--- config.mk ---
export PLATFORM = sky130hd
export DESIGN_NAME = rie_rtc_irq_ctrl
export DESIGN_NICKNAME = d
export VERILOG_FILES = /design/src/rie_pkg.sv /design/src/rie_rtc_irq_ctrl.sv /design/src/rie_flag_reg.sv /design/src/rie_ahb_front.sv
export VERILOG_INCLUDE_DIRS = /design/src
export SDC_FILE = /design/constraint.sdc
export NUM_CORES = 1
export LEC_CHECK = 0
export ABC_AREA = 1
export ABC_CLOCK_PERIOD_IN_PS = 1400
export BUFFER_PORTS_ARGS = -buffer_cell sky130_fd_sc_hd__clkbuf_2
export CAP_MARGIN = 15
export CORE_MARGIN = 1.5
export CORE_UTILIZATION = 28
export CTS_BUF_LIST = sky130_fd_sc_hd__clkbuf_2 sky130_fd_sc_hd__clkbuf_4 sky130_fd_sc_hd__clkbuf_8
export CTS_CLUSTER_DIAMETER = 40
export DETAILED_ROUTE_END_ITERATION = 10
export PLACE_DENSITY = 0.62
export SYNTH_ARGS = -nofsm -noshare
export SYNTH_HDL_FRONTEND = slang
export SYNTH_HIERARCHICAL = 1
export SYNTH_SLANG_ARGS = --single-unit
--- constraint.sdc ---
create_clock -name hclk -period 1.4 [get_ports hclk]
set_input_delay 0 -clock hclk [delete_from_list [all_inputs] [get_ports hclk]]
set_output_delay 0 -clock hclk [all_outputs]
set_load 0.1 [all_outputs]
--- src/rie_cfg.svh ---
// Function
// RL1: set bit 17 unmasks tick interrupt
// RL2: set bit 16 unmasks century rollover
// RL3: set bits 15..9 unmask year..second rollovers
// RL4: set bit 8 unmasks full alarm match
// RL5: set bits 7..0 unmask century..second matches
// RL6: clear bit 17 masks tick interrupt
// RL7: clear bit 16 masks century rollover
// RL8: clear bits 15..9 mask year..second rollovers
// RL9: clear bit 8 masks full alarm match
// RL10: clear bits 7..0 mask century..second matches
// RL11: reserved bits 31..18 read as zero
// RL12: mask state word readable, zero after reset
// RL13: raw status word readable, ignores masking
// RL14: zeros change nothing; clear beats set
// RL15: interrupt when raw and unmask both one
`ifndef RIE_CFG_SVH
`define RIE_CFG_SVH

// register byte offsets within the slave window
`define RIE_ADDR_W 8
`define RIE_OFS_SET 8'h20
`define RIE_OFS_CLR 8'h24
`define RIE_OFS_MASK 8'h28
`define RIE_OFS_RAW 8'h2C

// source field layout, shared by every register
`define RIE_SRC_W 18
`define RIE_RSV_W 14
`define RIE_BIT_TICK 17
`define RIE_BIT_CEN 16
`define RIE_ROLL_HI 15
`define RIE_ROLL_LO 9
`define RIE_BIT_ALL 8
`define RIE_MATCH_HI 7
`define RIE_MATCH_LO 0

// reset values
`define RIE_MASK_RST 18'h00000
`define RIE_RAW_RST 18'h00000
`define RIE_RDATA_RST 32'h00000000

// bus encodings
`define RIE_HSIZE_WORD 3'h2
`define RIE_HRESP_OKAY 1'b0

`endif

--- src/rie_pkg.sv ---
`include "rie_cfg.svh"
package rie_pkg;

  // bus front end states, one-hot
  typedef enum logic [1:0] {
    RIE_ST_IDLE = 2'h1,
    RIE_ST_RDWAIT = 2'h2
  } rie_bus_st_type;

  // one bit per interrupt source
  typedef logic [`RIE_SRC_W-1:0] rie_src_type;

endpackage

--- src/rie_rtc_irq_ctrl.sv ---
`timescale 1ns/1ps
`include "rie_cfg.svh"
module rie_rtc_irq_ctrl
  import rie_pkg::*;
(
  input wire logic hclk,
  input wire logic hresetn,
  input wire logic hsel,
  input wire logic [31:0] haddr,
  input wire logic [1:0] htrans,
  input wire logic hwrite,
  input wire logic [2:0] hsize,
  input wire logic hready,
  input wire logic [31:0] hwdata,
  output logic [31:0] hrdata,
  output logic hreadyout,
  output logic hresp,
  input wire logic [`RIE_SRC_W-1:0] rtc_event,
  output logic rtc_irq
);
  // bus front end outputs
  logic wr_en; // write data phase ends this cycle
  logic rd_load; // read wait cycle, hrdata loads at its end
  logic [`RIE_ADDR_W-1:0] acc_addr; // latched address phase

  // register state
  rie_src_type mask_q; // one = source unmasked
  rie_src_type raw_q; // sticky event status
  logic [31:0] hrdata_q; // read data holding register
  logic irq_q; // registered interrupt line
  logic hresp_q; // response is always OKAY

  // only the low address bits decode; the window aliases above
  rie_ahb_front u_front (
    .hclk(hclk),
    .hresetn(hresetn),
    .hsel(hsel),
    .haddr(haddr[`RIE_ADDR_W-1:0]),
    .htrans(htrans),
    .hwrite(hwrite),
    .hsize(hsize),
    .hready(hready),
    .hreadyout(hreadyout),
    .wr_en(wr_en),
    .rd_load(rd_load),
    .acc_addr(acc_addr)
  );

  // write decode
  wire wr_set = wr_en && (acc_addr == `RIE_OFS_SET);
  wire wr_clr = wr_en && (acc_addr == `RIE_OFS_CLR);
  wire wr_raw = wr_en && (acc_addr == `RIE_OFS_RAW);

  // unmask requests: only bits written as one count
  rie_src_type set_vec;
  assign set_vec[`RIE_BIT_TICK] = wr_set && hwdata[`RIE_BIT_TICK]; // RL1
  assign set_vec[`RIE_BIT_CEN] = wr_set && hwdata[`RIE_BIT_CEN]; // RL2
  // year, month, date, week, hour, minute, second rollover
  assign set_vec[`RIE_ROLL_HI:`RIE_ROLL_LO] =
    {7{wr_set}} & hwdata[`RIE_ROLL_HI:`RIE_ROLL_LO]; // RL3
  assign set_vec[`RIE_BIT_ALL] = wr_set && hwdata[`RIE_BIT_ALL]; // RL4
  // century, year, month, date, week, hour, minute, second match
  assign set_vec[`RIE_MATCH_HI:`RIE_MATCH_LO] =
    {8{wr_set}} & hwdata[`RIE_MATCH_HI:`RIE_MATCH_LO]; // RL5

  // mask requests mirror the unmask layout
  rie_src_type clr_vec;
  assign clr_vec[`RIE_BIT_TICK] = wr_clr && hwdata[`RIE_BIT_TICK]; // RL6
  assign clr_vec[`RIE_BIT_CEN] = wr_clr && hwdata[`RIE_BIT_CEN]; // RL7
  assign clr_vec[`RIE_ROLL_HI:`RIE_ROLL_LO] =
    {7{wr_clr}} & hwdata[`RIE_ROLL_HI:`RIE_ROLL_LO]; // RL8
  assign clr_vec[`RIE_BIT_ALL] = wr_clr && hwdata[`RIE_BIT_ALL]; // RL9
  assign clr_vec[`RIE_MATCH_HI:`RIE_MATCH_LO] =
    {8{wr_clr}} & hwdata[`RIE_MATCH_HI:`RIE_MATCH_LO]; // RL10

  // mask state: zeros leave bits alone, clear beats set
  // the bus cannot strobe both in one cycle, so this is a safety net
  rie_flag_reg #(
    .W(`RIE_SRC_W),
    .SET_WINS(1'b0)
  ) u_mask (
    .hclk(hclk),
    .hresetn(hresetn),
    .set(set_vec),
    .clr(clr_vec),
    .q(mask_q)
  ); // RL14

  // raw status clears by writing ones; a live event wins the race
  wire [`RIE_SRC_W-1:0] raw_clr =
    {`RIE_SRC_W{wr_raw}} & hwdata[`RIE_SRC_W-1:0];

  // sticky raw status, masking never hides it
  rie_flag_reg #(
    .W(`RIE_SRC_W),
    .SET_WINS(1'b1)
  ) u_raw (
    .hclk(hclk),
    .hresetn(hresetn),
    .set(rtc_event),
    .clr(raw_clr),
    .q(raw_q)
  ); // RL13

  // read decode; set and clear registers read as zero
  wire rd_mask = (acc_addr == `RIE_OFS_MASK);
  wire rd_raw = (acc_addr == `RIE_OFS_RAW);
  wire [`RIE_SRC_W-1:0] rd_field =
    rd_mask ? mask_q : (rd_raw ? raw_q : '0); // RL12
  // reserved upper bits forced to zero
  wire [31:0] rd_word = {{`RIE_RSV_W{1'b0}}, rd_field}; // RL11

  // unmasked pending sources
  wire irq_d = |(raw_q & mask_q); // RL15

  // read data holds between reads so the bus sees a stable value
  always_ff @(posedge hclk or negedge hresetn) begin
    if (!hresetn) begin
      hrdata_q <= `RIE_RDATA_RST;
    end else if (rd_load) begin
      hrdata_q <= rd_word;
    end
  end

  // interrupt line and response, both registered
  always_ff @(posedge hclk or negedge hresetn) begin
    if (!hresetn) begin
      irq_q <= 1'b0;
      hresp_q <= `RIE_HRESP_OKAY;
    end else begin
      irq_q <= irq_d; // RL15
      hresp_q <= `RIE_HRESP_OKAY;
    end
  end

  assign hrdata = hrdata_q;
  assign hresp = hresp_q;
  assign rtc_irq = irq_q;

  // checks, built from the bus view of each transfer

  // address phase taken by this slave
  wire chk_acc = hsel && hready && htrans[1];
  wire chk_rd = chk_acc && !hwrite;
  wire chk_wr = chk_acc && hwrite && (hsize == `RIE_HSIZE_WORD);
  wire [`RIE_ADDR_W-1:0] chk_a = haddr[`RIE_ADDR_W-1:0];
  // writes that must leave the mask alone: narrow or off set/clear
  wire chk_dead_wr = chk_acc && hwrite &&
    ((hsize != `RIE_HSIZE_WORD) ||
     ((chk_a != `RIE_OFS_SET) && (chk_a != `RIE_OFS_CLR)));
  // reads of the write-only places
  wire chk_rd_wo = chk_rd &&
    ((chk_a == `RIE_OFS_SET) || (chk_a == `RIE_OFS_CLR));
endmodule

--- src/rie_flag_reg.sv ---
`timescale 1ns/1ps
`include "rie_cfg.svh"
module rie_flag_reg
  import rie_pkg::*;
#(
  parameter int W = `RIE_SRC_W,
  parameter bit SET_WINS = 1'b1
) (
  input wire logic hclk,
  input wire logic hresetn,
  input wire logic [W-1:0] set,
  input wire logic [W-1:0] clr,
  output logic [W-1:0] q
);
  // per-bit next value; priority picked at elaboration
  logic [W-1:0] flag_d;
  assign flag_d = SET_WINS ? ((q & ~clr) | set) : ((q | set) & ~clr);

  // flags start cleared
  always_ff @(posedge hclk or negedge hresetn) begin
    if (!hresetn) begin
      q <= '0;
    end else begin
      q <= flag_d;
    end
  end
endmodule

--- src/rie_ahb_front.sv ---
`timescale 1ns/1ps
`include "rie_cfg.svh"
module rie_ahb_front
  import rie_pkg::*;
(
  input wire logic hclk,
  input wire logic hresetn,
  input wire logic hsel,
  input wire logic [`RIE_ADDR_W-1:0] haddr,
  input wire logic [1:0] htrans,
  input wire logic hwrite,
  input wire logic [2:0] hsize,
  input wire logic hready,
  output logic hreadyout,
  output logic wr_en,
  output logic rd_load,
  output logic [`RIE_ADDR_W-1:0] acc_addr
);
  // address phase taken: selected, bus ready, NONSEQ or SEQ
  wire acc = hsel && hready && htrans[1];
  // only whole-word writes touch registers; others end OKAY
  wire acc_wr = acc && hwrite && (hsize == `RIE_HSIZE_WORD);
  wire acc_rd = acc && !hwrite;

  rie_bus_st_type state_q; // read wait sequencer
  logic wphase_q; // write data phase in progress
  logic ready_q; // registered hreadyout

  // writes commit at the end of their zero-wait data phase
  assign wr_en = wphase_q;
  // read data is sampled at the end of the wait cycle
  assign rd_load = (state_q == RIE_ST_RDWAIT);
  assign hreadyout = ready_q;

  // one wait state on reads lets a preceding write land first
  always_ff @(posedge hclk or negedge hresetn) begin
    if (!hresetn) begin
      state_q <= RIE_ST_IDLE;
      ready_q <= 1'b1;
      wphase_q <= 1'b0;
      acc_addr <= '0;
    end else begin
      wphase_q <= acc_wr;
      if (acc) begin
        acc_addr <= haddr;
      end
      case (state_q)
        RIE_ST_IDLE: begin
          if (acc_rd) begin
            state_q <= RIE_ST_RDWAIT;
            ready_q <= 1'b0;
          end
        end
        RIE_ST_RDWAIT: begin
          state_q <= RIE_ST_IDLE;
          ready_q <= 1'b1;
        end
        default: begin
          state_q <= RIE_ST_IDLE;
          ready_q <= 1'b1;
        end
      endcase
    end
  end
endmodule

Yosys cells after proc, flatten, opt, wreduce, memory -nomap -nowiden --
Cells that the tools add are included.
Storage, ports and cells: bits in registers 67, logic and storage cells 50, output and inout port bits 35, bits of input ports 92
Operators by class: bitwise operators 12, multiplexer cells 6, equal/unequal tests 8, reduce and logical (&&, ||, !) cells 16
Operator list (count):
- AND 18 bit | 4
- 2-to-1 mux 18 bit | 2
- inverter 18 bit | 2
- OR 18 bit | 2
- == test 8 x 6 -> 1 bit, second input constant | 4
- OR reduction 18 bit | 1
- AND 8 bit | 2
- AND 7 bit | 2
- logical AND 1 bit | 14
- 2-to-1 mux 2 bit | 2
- == test 3 x 2 -> 1 bit, second input constant | 1
- == test 2 x 1 -> 1 bit, second input constant | 1
- == test 2 bit, second input constant | 1
- 2-to-1 mux 1 bit | 2
- inequality test 2 bit, second input constant | 1
- logical NOT 1 bit | 1

Longest topological paths before layout --
depth after elaboration 6, depth in mapped cells 10, depth with buffers taken out 8

Hierarchy --
Netlist, hierarchy kept.
Modules (own cells, without submodules):
- rie_rtc_irq_ctrl | area each 1711.6 sq um, instances 1, cells an instance 270, seq. area each 475.5 sq um
- rie_flag_reg (u_raw) | area each 720.7 sq um, instances 1, cells an instance 90, seq. area each 450.4 sq um
- rie_flag_reg (u_mask) | area each 585.6 sq um, instances 1, cells an instance 54, seq. area each 450.4 sq um
- rie_ahb_front | area each 503.0 sq um, instances 1, cells an instance 54, seq. area each 276.5 sq um

Worst setup path after synthesis --
OpenSTA, ideal clock, no wires.
path type register to register, start reg u_front.state_q[0], end reg hrdata_q[10] (netlist: hrdata[10]), setup slack -0.229 ns, clock period less this slack 1.629 ns, data required time 1.332 ns, buffers on the path 2, arrival time 1.562 ns, cell stages (with the launch flop) 7, setup time 0.068 ns, cell sequence dfstp_2 > nor2_1 > buf_4 > clkinv_1 > buf_2 > nand2_1 > nand2_1
On the way: cells in the longest elaborated chain, start to end 1
RTL lines:
- from (decl) | RTL line rie_ahb_front.sv:25 | rie_bus_st_type state_q;
- from (signal assigned) | RTL line rie_ahb_front.sv:38 | state_q <= RIE_ST_IDLE;
- from (signal assigned) | RTL line rie_ahb_front.sv:50 | state_q <= RIE_ST_RDWAIT;
- from (signal assigned) | RTL line rie_ahb_front.sv:55 | state_q <= RIE_ST_IDLE;
- == test 2 bit | RTL line rie_ahb_front.sv:32 | assign rd_load = (state_q == RIE_ST_RDWAIT);
- named net rd_load | RTL line rie_rtc_irq_ctrl.sv:23 | logic rd_load;
- to (signal assigned) | RTL line rie_rtc_irq_ctrl.sv:119 | hrdata_q <= `RIE_RDATA_RST;
- to (signal assigned) | RTL line rie_rtc_irq_ctrl.sv:121 | hrdata_q <= rd_word;
- to (decl) | RTL line rie_rtc_irq_ctrl.sv:29 | logic [31:0] hrdata_q;
The timed path passes the listed nets, and every way through them passes these cells. A chain may end at the register's enable or synchronous reset.

Worst setup path after layout --
start reg u_front.acc_addr[4], end reg u_mask.q[4]
On the way: cells in the longest elaborated chain, start to end 5, elaborated cells between the ends (all ways) 9, classes of those cells 2 x eq/ne; 5 x bitwise; 2 x reduce/logical
RTL lines:
- from (decl) | RTL line rie_ahb_front.sv:17 | output logic [`RIE_ADDR_W-1:0] acc_addr
- from (signal assigned) | RTL line rie_ahb_front.sv:45 | acc_addr <= haddr;
- == test 8 x 6 -> 1 bit (no source line)
- logical AND 1 bit | RTL line rie_rtc_irq_ctrl.sv:51 | wire wr_clr = wr_en && (acc_addr == `RIE_OFS_CLR);
- AND 8 bit | RTL line rie_rtc_irq_ctrl.sv:74 | {8{wr_clr}} & hwdata[`RIE_MATCH_HI:`RIE_MATCH_LO];
- named net clr_vec[4] | RTL line rie_rtc_irq_ctrl.sv:67 | rie_src_type clr_vec;
- inverter 18 bit | RTL line rie_flag_reg.sv:17 | assign flag_d = SET_WINS ? ((q & ~clr) | set) : ((q | set) & ~clr);
- AND 18 bit | RTL line rie_flag_reg.sv:17
- named net u_mask.flag_d[4] | RTL line rie_flag_reg.sv:16 | logic [W-1:0] flag_d;
- to (signal assigned) | RTL line rie_flag_reg.sv:24 | q <= flag_d;
- to (decl) | RTL line rie_flag_reg.sv:13 | output logic [W-1:0] q
The timed path passes the listed nets, and every way through them passes these cells.

==> results.yml <==
setup_path:
  end_kind: "register"
  cp.required_ps: 1650
  max_stage_delay_ps: 380
  worstPathCellList: "inv_1 > nand2_1 > nor2_4 > buf_6 > nand4_4 > buf_6 > nor2_2 > nor2_1"
  cp_top_family: "simple AND/OR/NAND/NOR gates"
  worstSetupPathType: "register to register"
  cpMaxStageDelayCell: "dfrtp_1"
  cpMostUsedCell: "buf_6"
  cp_data_arrival_time_ps: 1690
  path_max_fanout: 5
  cp_num_buf_inv: 3
  crit_path_start_kind: "register"
routing:
  avgRoutedWirePerCell_microns: 12.5
  first_iter_violations: 197
  firstDrtPassIters: 5
  drc: 0
  vias: 3349
  finalWirelength_microns: 9830
  routed_via_density: 4.26
  ant_nets: 0
yosys:
  avgSynthCellArea_sq_um: 7.52
  ys.warnings.count: 6
  yosys.cell_types.count: 21
  syn_area_sq_um: 3520
  synth_seq_cells: 66
  synth.top_cell.area_share_pct: 46.2
  ys_top_cells_by_area: "dfrtp_1, nand2_1, nor2_1, inv_1, nand3_1"
  yosys.area.top_type: "dfrtp_1"
  synth_cells: 468
  ys_seq_area_share_pct: 46.9
clock_tree:
  h-tree-depth: 3
  numCtsBuffers: 9
  cts_tree: "built"
  ctsRootBufferMaster: "clkbuf_8"
  clk_latency_ps: 350
  clk_path_buf_depth: 2
  cts.sinks: 66
  clk_pin_slew_ps: 80
placed_design:
  dpl.hpwl_microns: 6090
  place_inst: 702
  dp_slack_ps: -46.0
  io_buffer_count: 72
  globalplace.congestion: 0.756
  placed_area_sq_um: 4000
sta:
  hold_viol_final: 0
  setup_viol: 18
  min_period_ps: 1440
  slew_viol_final: 0
  post-route-period-util_pct: 103
  slew_headroom_pct: 61.6
  fin_ws_ps: -38.3
  rsz0062_at_grt: "true"
  max_freq_mhz: 695
  worstMarginPinSlew_ps: 579
  finalClockSkew_ps: 7.04
global_route:
  antenna_found_initial: 0
  grt_pass1_vias: 3222
  grt_pass1_wl_microns: 14800
  overflow: 0
  track_usage_pct: 14.4
  grt_max_degree: 67
finish:
  syn_to_final_growth_pct: 42.4
  fin_cells: 786
  drive_gt1_share_pct: 26.5
  diodes: 0
  nets: 705
  utilization_pct: 41.2
  stdcell_area_sq_um: 5010
floorplanning:
  initial_core_util_pct: 29.0
  die_y_microns: 115
  rows: 40
  die_w_microns: 115
  core_area_sq_um: 12200
  die-area_sq_um: 13300
  ioPinCount: 127
run:
  drv_cap: 0
run_status:
  outcome: "finished, violations left"
  violations: "setup timing"
power_and_ir_drop:
  power.leakage_nw: 2.64
  power_per_cell_area_nw_per_um2: 947
  irDropWorstVdd_mv: 0.493
min_path:
  min_path_type: "input pin to register"
==> synth_stat cells <==
master	number
nand4_2	2
buf_4	17
clkbuf_8	1
clkinv_1	1
conb_1	1
nor2_1	97
nand4_1	12
buf_6	12
nor2_4	2
nand3b_1	1
nor2_2	4
nand2_1	146
a22o_1	1
nand3_4	2
nand3_1	29
buf_2	1
nand2_2	2
nand3_2	7
dfstp_2	1
dfrtp_1	65
inv_1	64
==> cells by family (layout without fill, tap and decap cells) <==
logic type      Yosys count  in the layout  share of synthesized area (%)
simple gates            304            307                           37.8
buf+inv                  96            229                           14.9
flops                    66             66                           46.9
other cells               1             15                          0.107
compound gates            1              1                          0.249
==> flip-flops by register name, summed over array words and instances, names as in the netlist <==
name,flops
rtc_irq,1
hrdata,18
u_mask/q,18
u_front/acc_addr,8
u_front/wr_en,1
u_front/state_q,2
u_raw/q,18
==> placed cells by master, fill, tap and decap left out, types with 2 or more instances in the layout <==
cell,count
nand2_2,2
clkbuf_8,9
clkinv_2,2
buf_2,2
buf_6,6
conb_1,15
nor2_4,6
dfrtp_1,63
nor2_2,22
nand3_2,10
buf_4,13
nor2_1,75
clkinvlp_4,2
nand3_1,27
nand3_4,4
clkbuf_2,70
dlygate4sd3_1,53
inv_1,62
dfrtp_2,2
nand4_1,12
inv_2,2
buf_12,4
bufinv_16,2
nand2_1,145
clkinv_4,2
==> worst min-delay path, cell delays in order <==
cell	delay [ps]
clkbuf_2	160
nand4_1	120
nand2_1	50
==> routing by layer <==
metal	up-vias	part of all wire [%]	GRT usage (%)	routed length, microns
li1	1674	-	-	-
met1	1568	46	18.6	4560
met2	93	48	23.9	4700
met3	14	4.4	2.90	430
met4	0	1.5	5.68	149
met5	-	0	0	0
==> final cells by class <==
type	count	area (sq um)
clock buffer	9	124
clock inverter	7	93.8
fill	1249	7150
inverter	65	249
multi-input combinational	323	1540
sequential	66	1660
tap	168	210
timing repair buffer	148	1140
==> power breakdown <==
part	switching, mW	internal (mW)
logic	0.574	0.329
registers	0.0579	1.97
clock network	0.817	0.999
==> per-stage QoR <==
stage	setup TNS [ps]	total power [mW]	hold slack, ps
after floorplan	0	2.58	-296
after global placement	0	2.73	44.6
after detailed placement	-233	2.74	48.4
after CTS	-17.2	4.69	5.46
after global routing	-2330	4.96	40.8
final	-316	4.75	12.8
==> path summary, 6_finish.rpt <==
check | start | end | slack (ps) | depth (start not counted)
min | hready | u_front/acc_addr[2]$_DFFE_PN0P_ | 10 | 3
min in group asynchronous | hresetn | u_front/state_q[1]$_DFFE_PN0P_ | 180 | 3
max reg2reg | u_front/acc_addr[4]$_DFFE_PN0P_ | u_mask/q[4]$_DFF_PN0_ | -40 | 8
max | u_front/acc_addr[4]$_DFFE_PN0P_ | u_mask/q[4]$_DFF_PN0_ | -40 | 8
min reg2reg | hrdata[5]$_DFFE_PN0P_ | hrdata[5]$_DFFE_PN0P_ | 480 | 2
max in group asynchronous | hresetn | u_front/wr_en$_DFF_PN0_ | 880 | 3
==> timing repair <==
item | 4_1_cts | 5_1_grt
endpoints found under the setup margin | 19 | 54
hold buffers | 53 | 0
gates resized for setup | 1 | 42
pin swaps | 2 | 6
cloned | 0 | 5
buffers inserted | 2 | 9
endpoints found under the hold margin | 113 | 0
No activity file was read; power rests on OpenSTA's default activity.
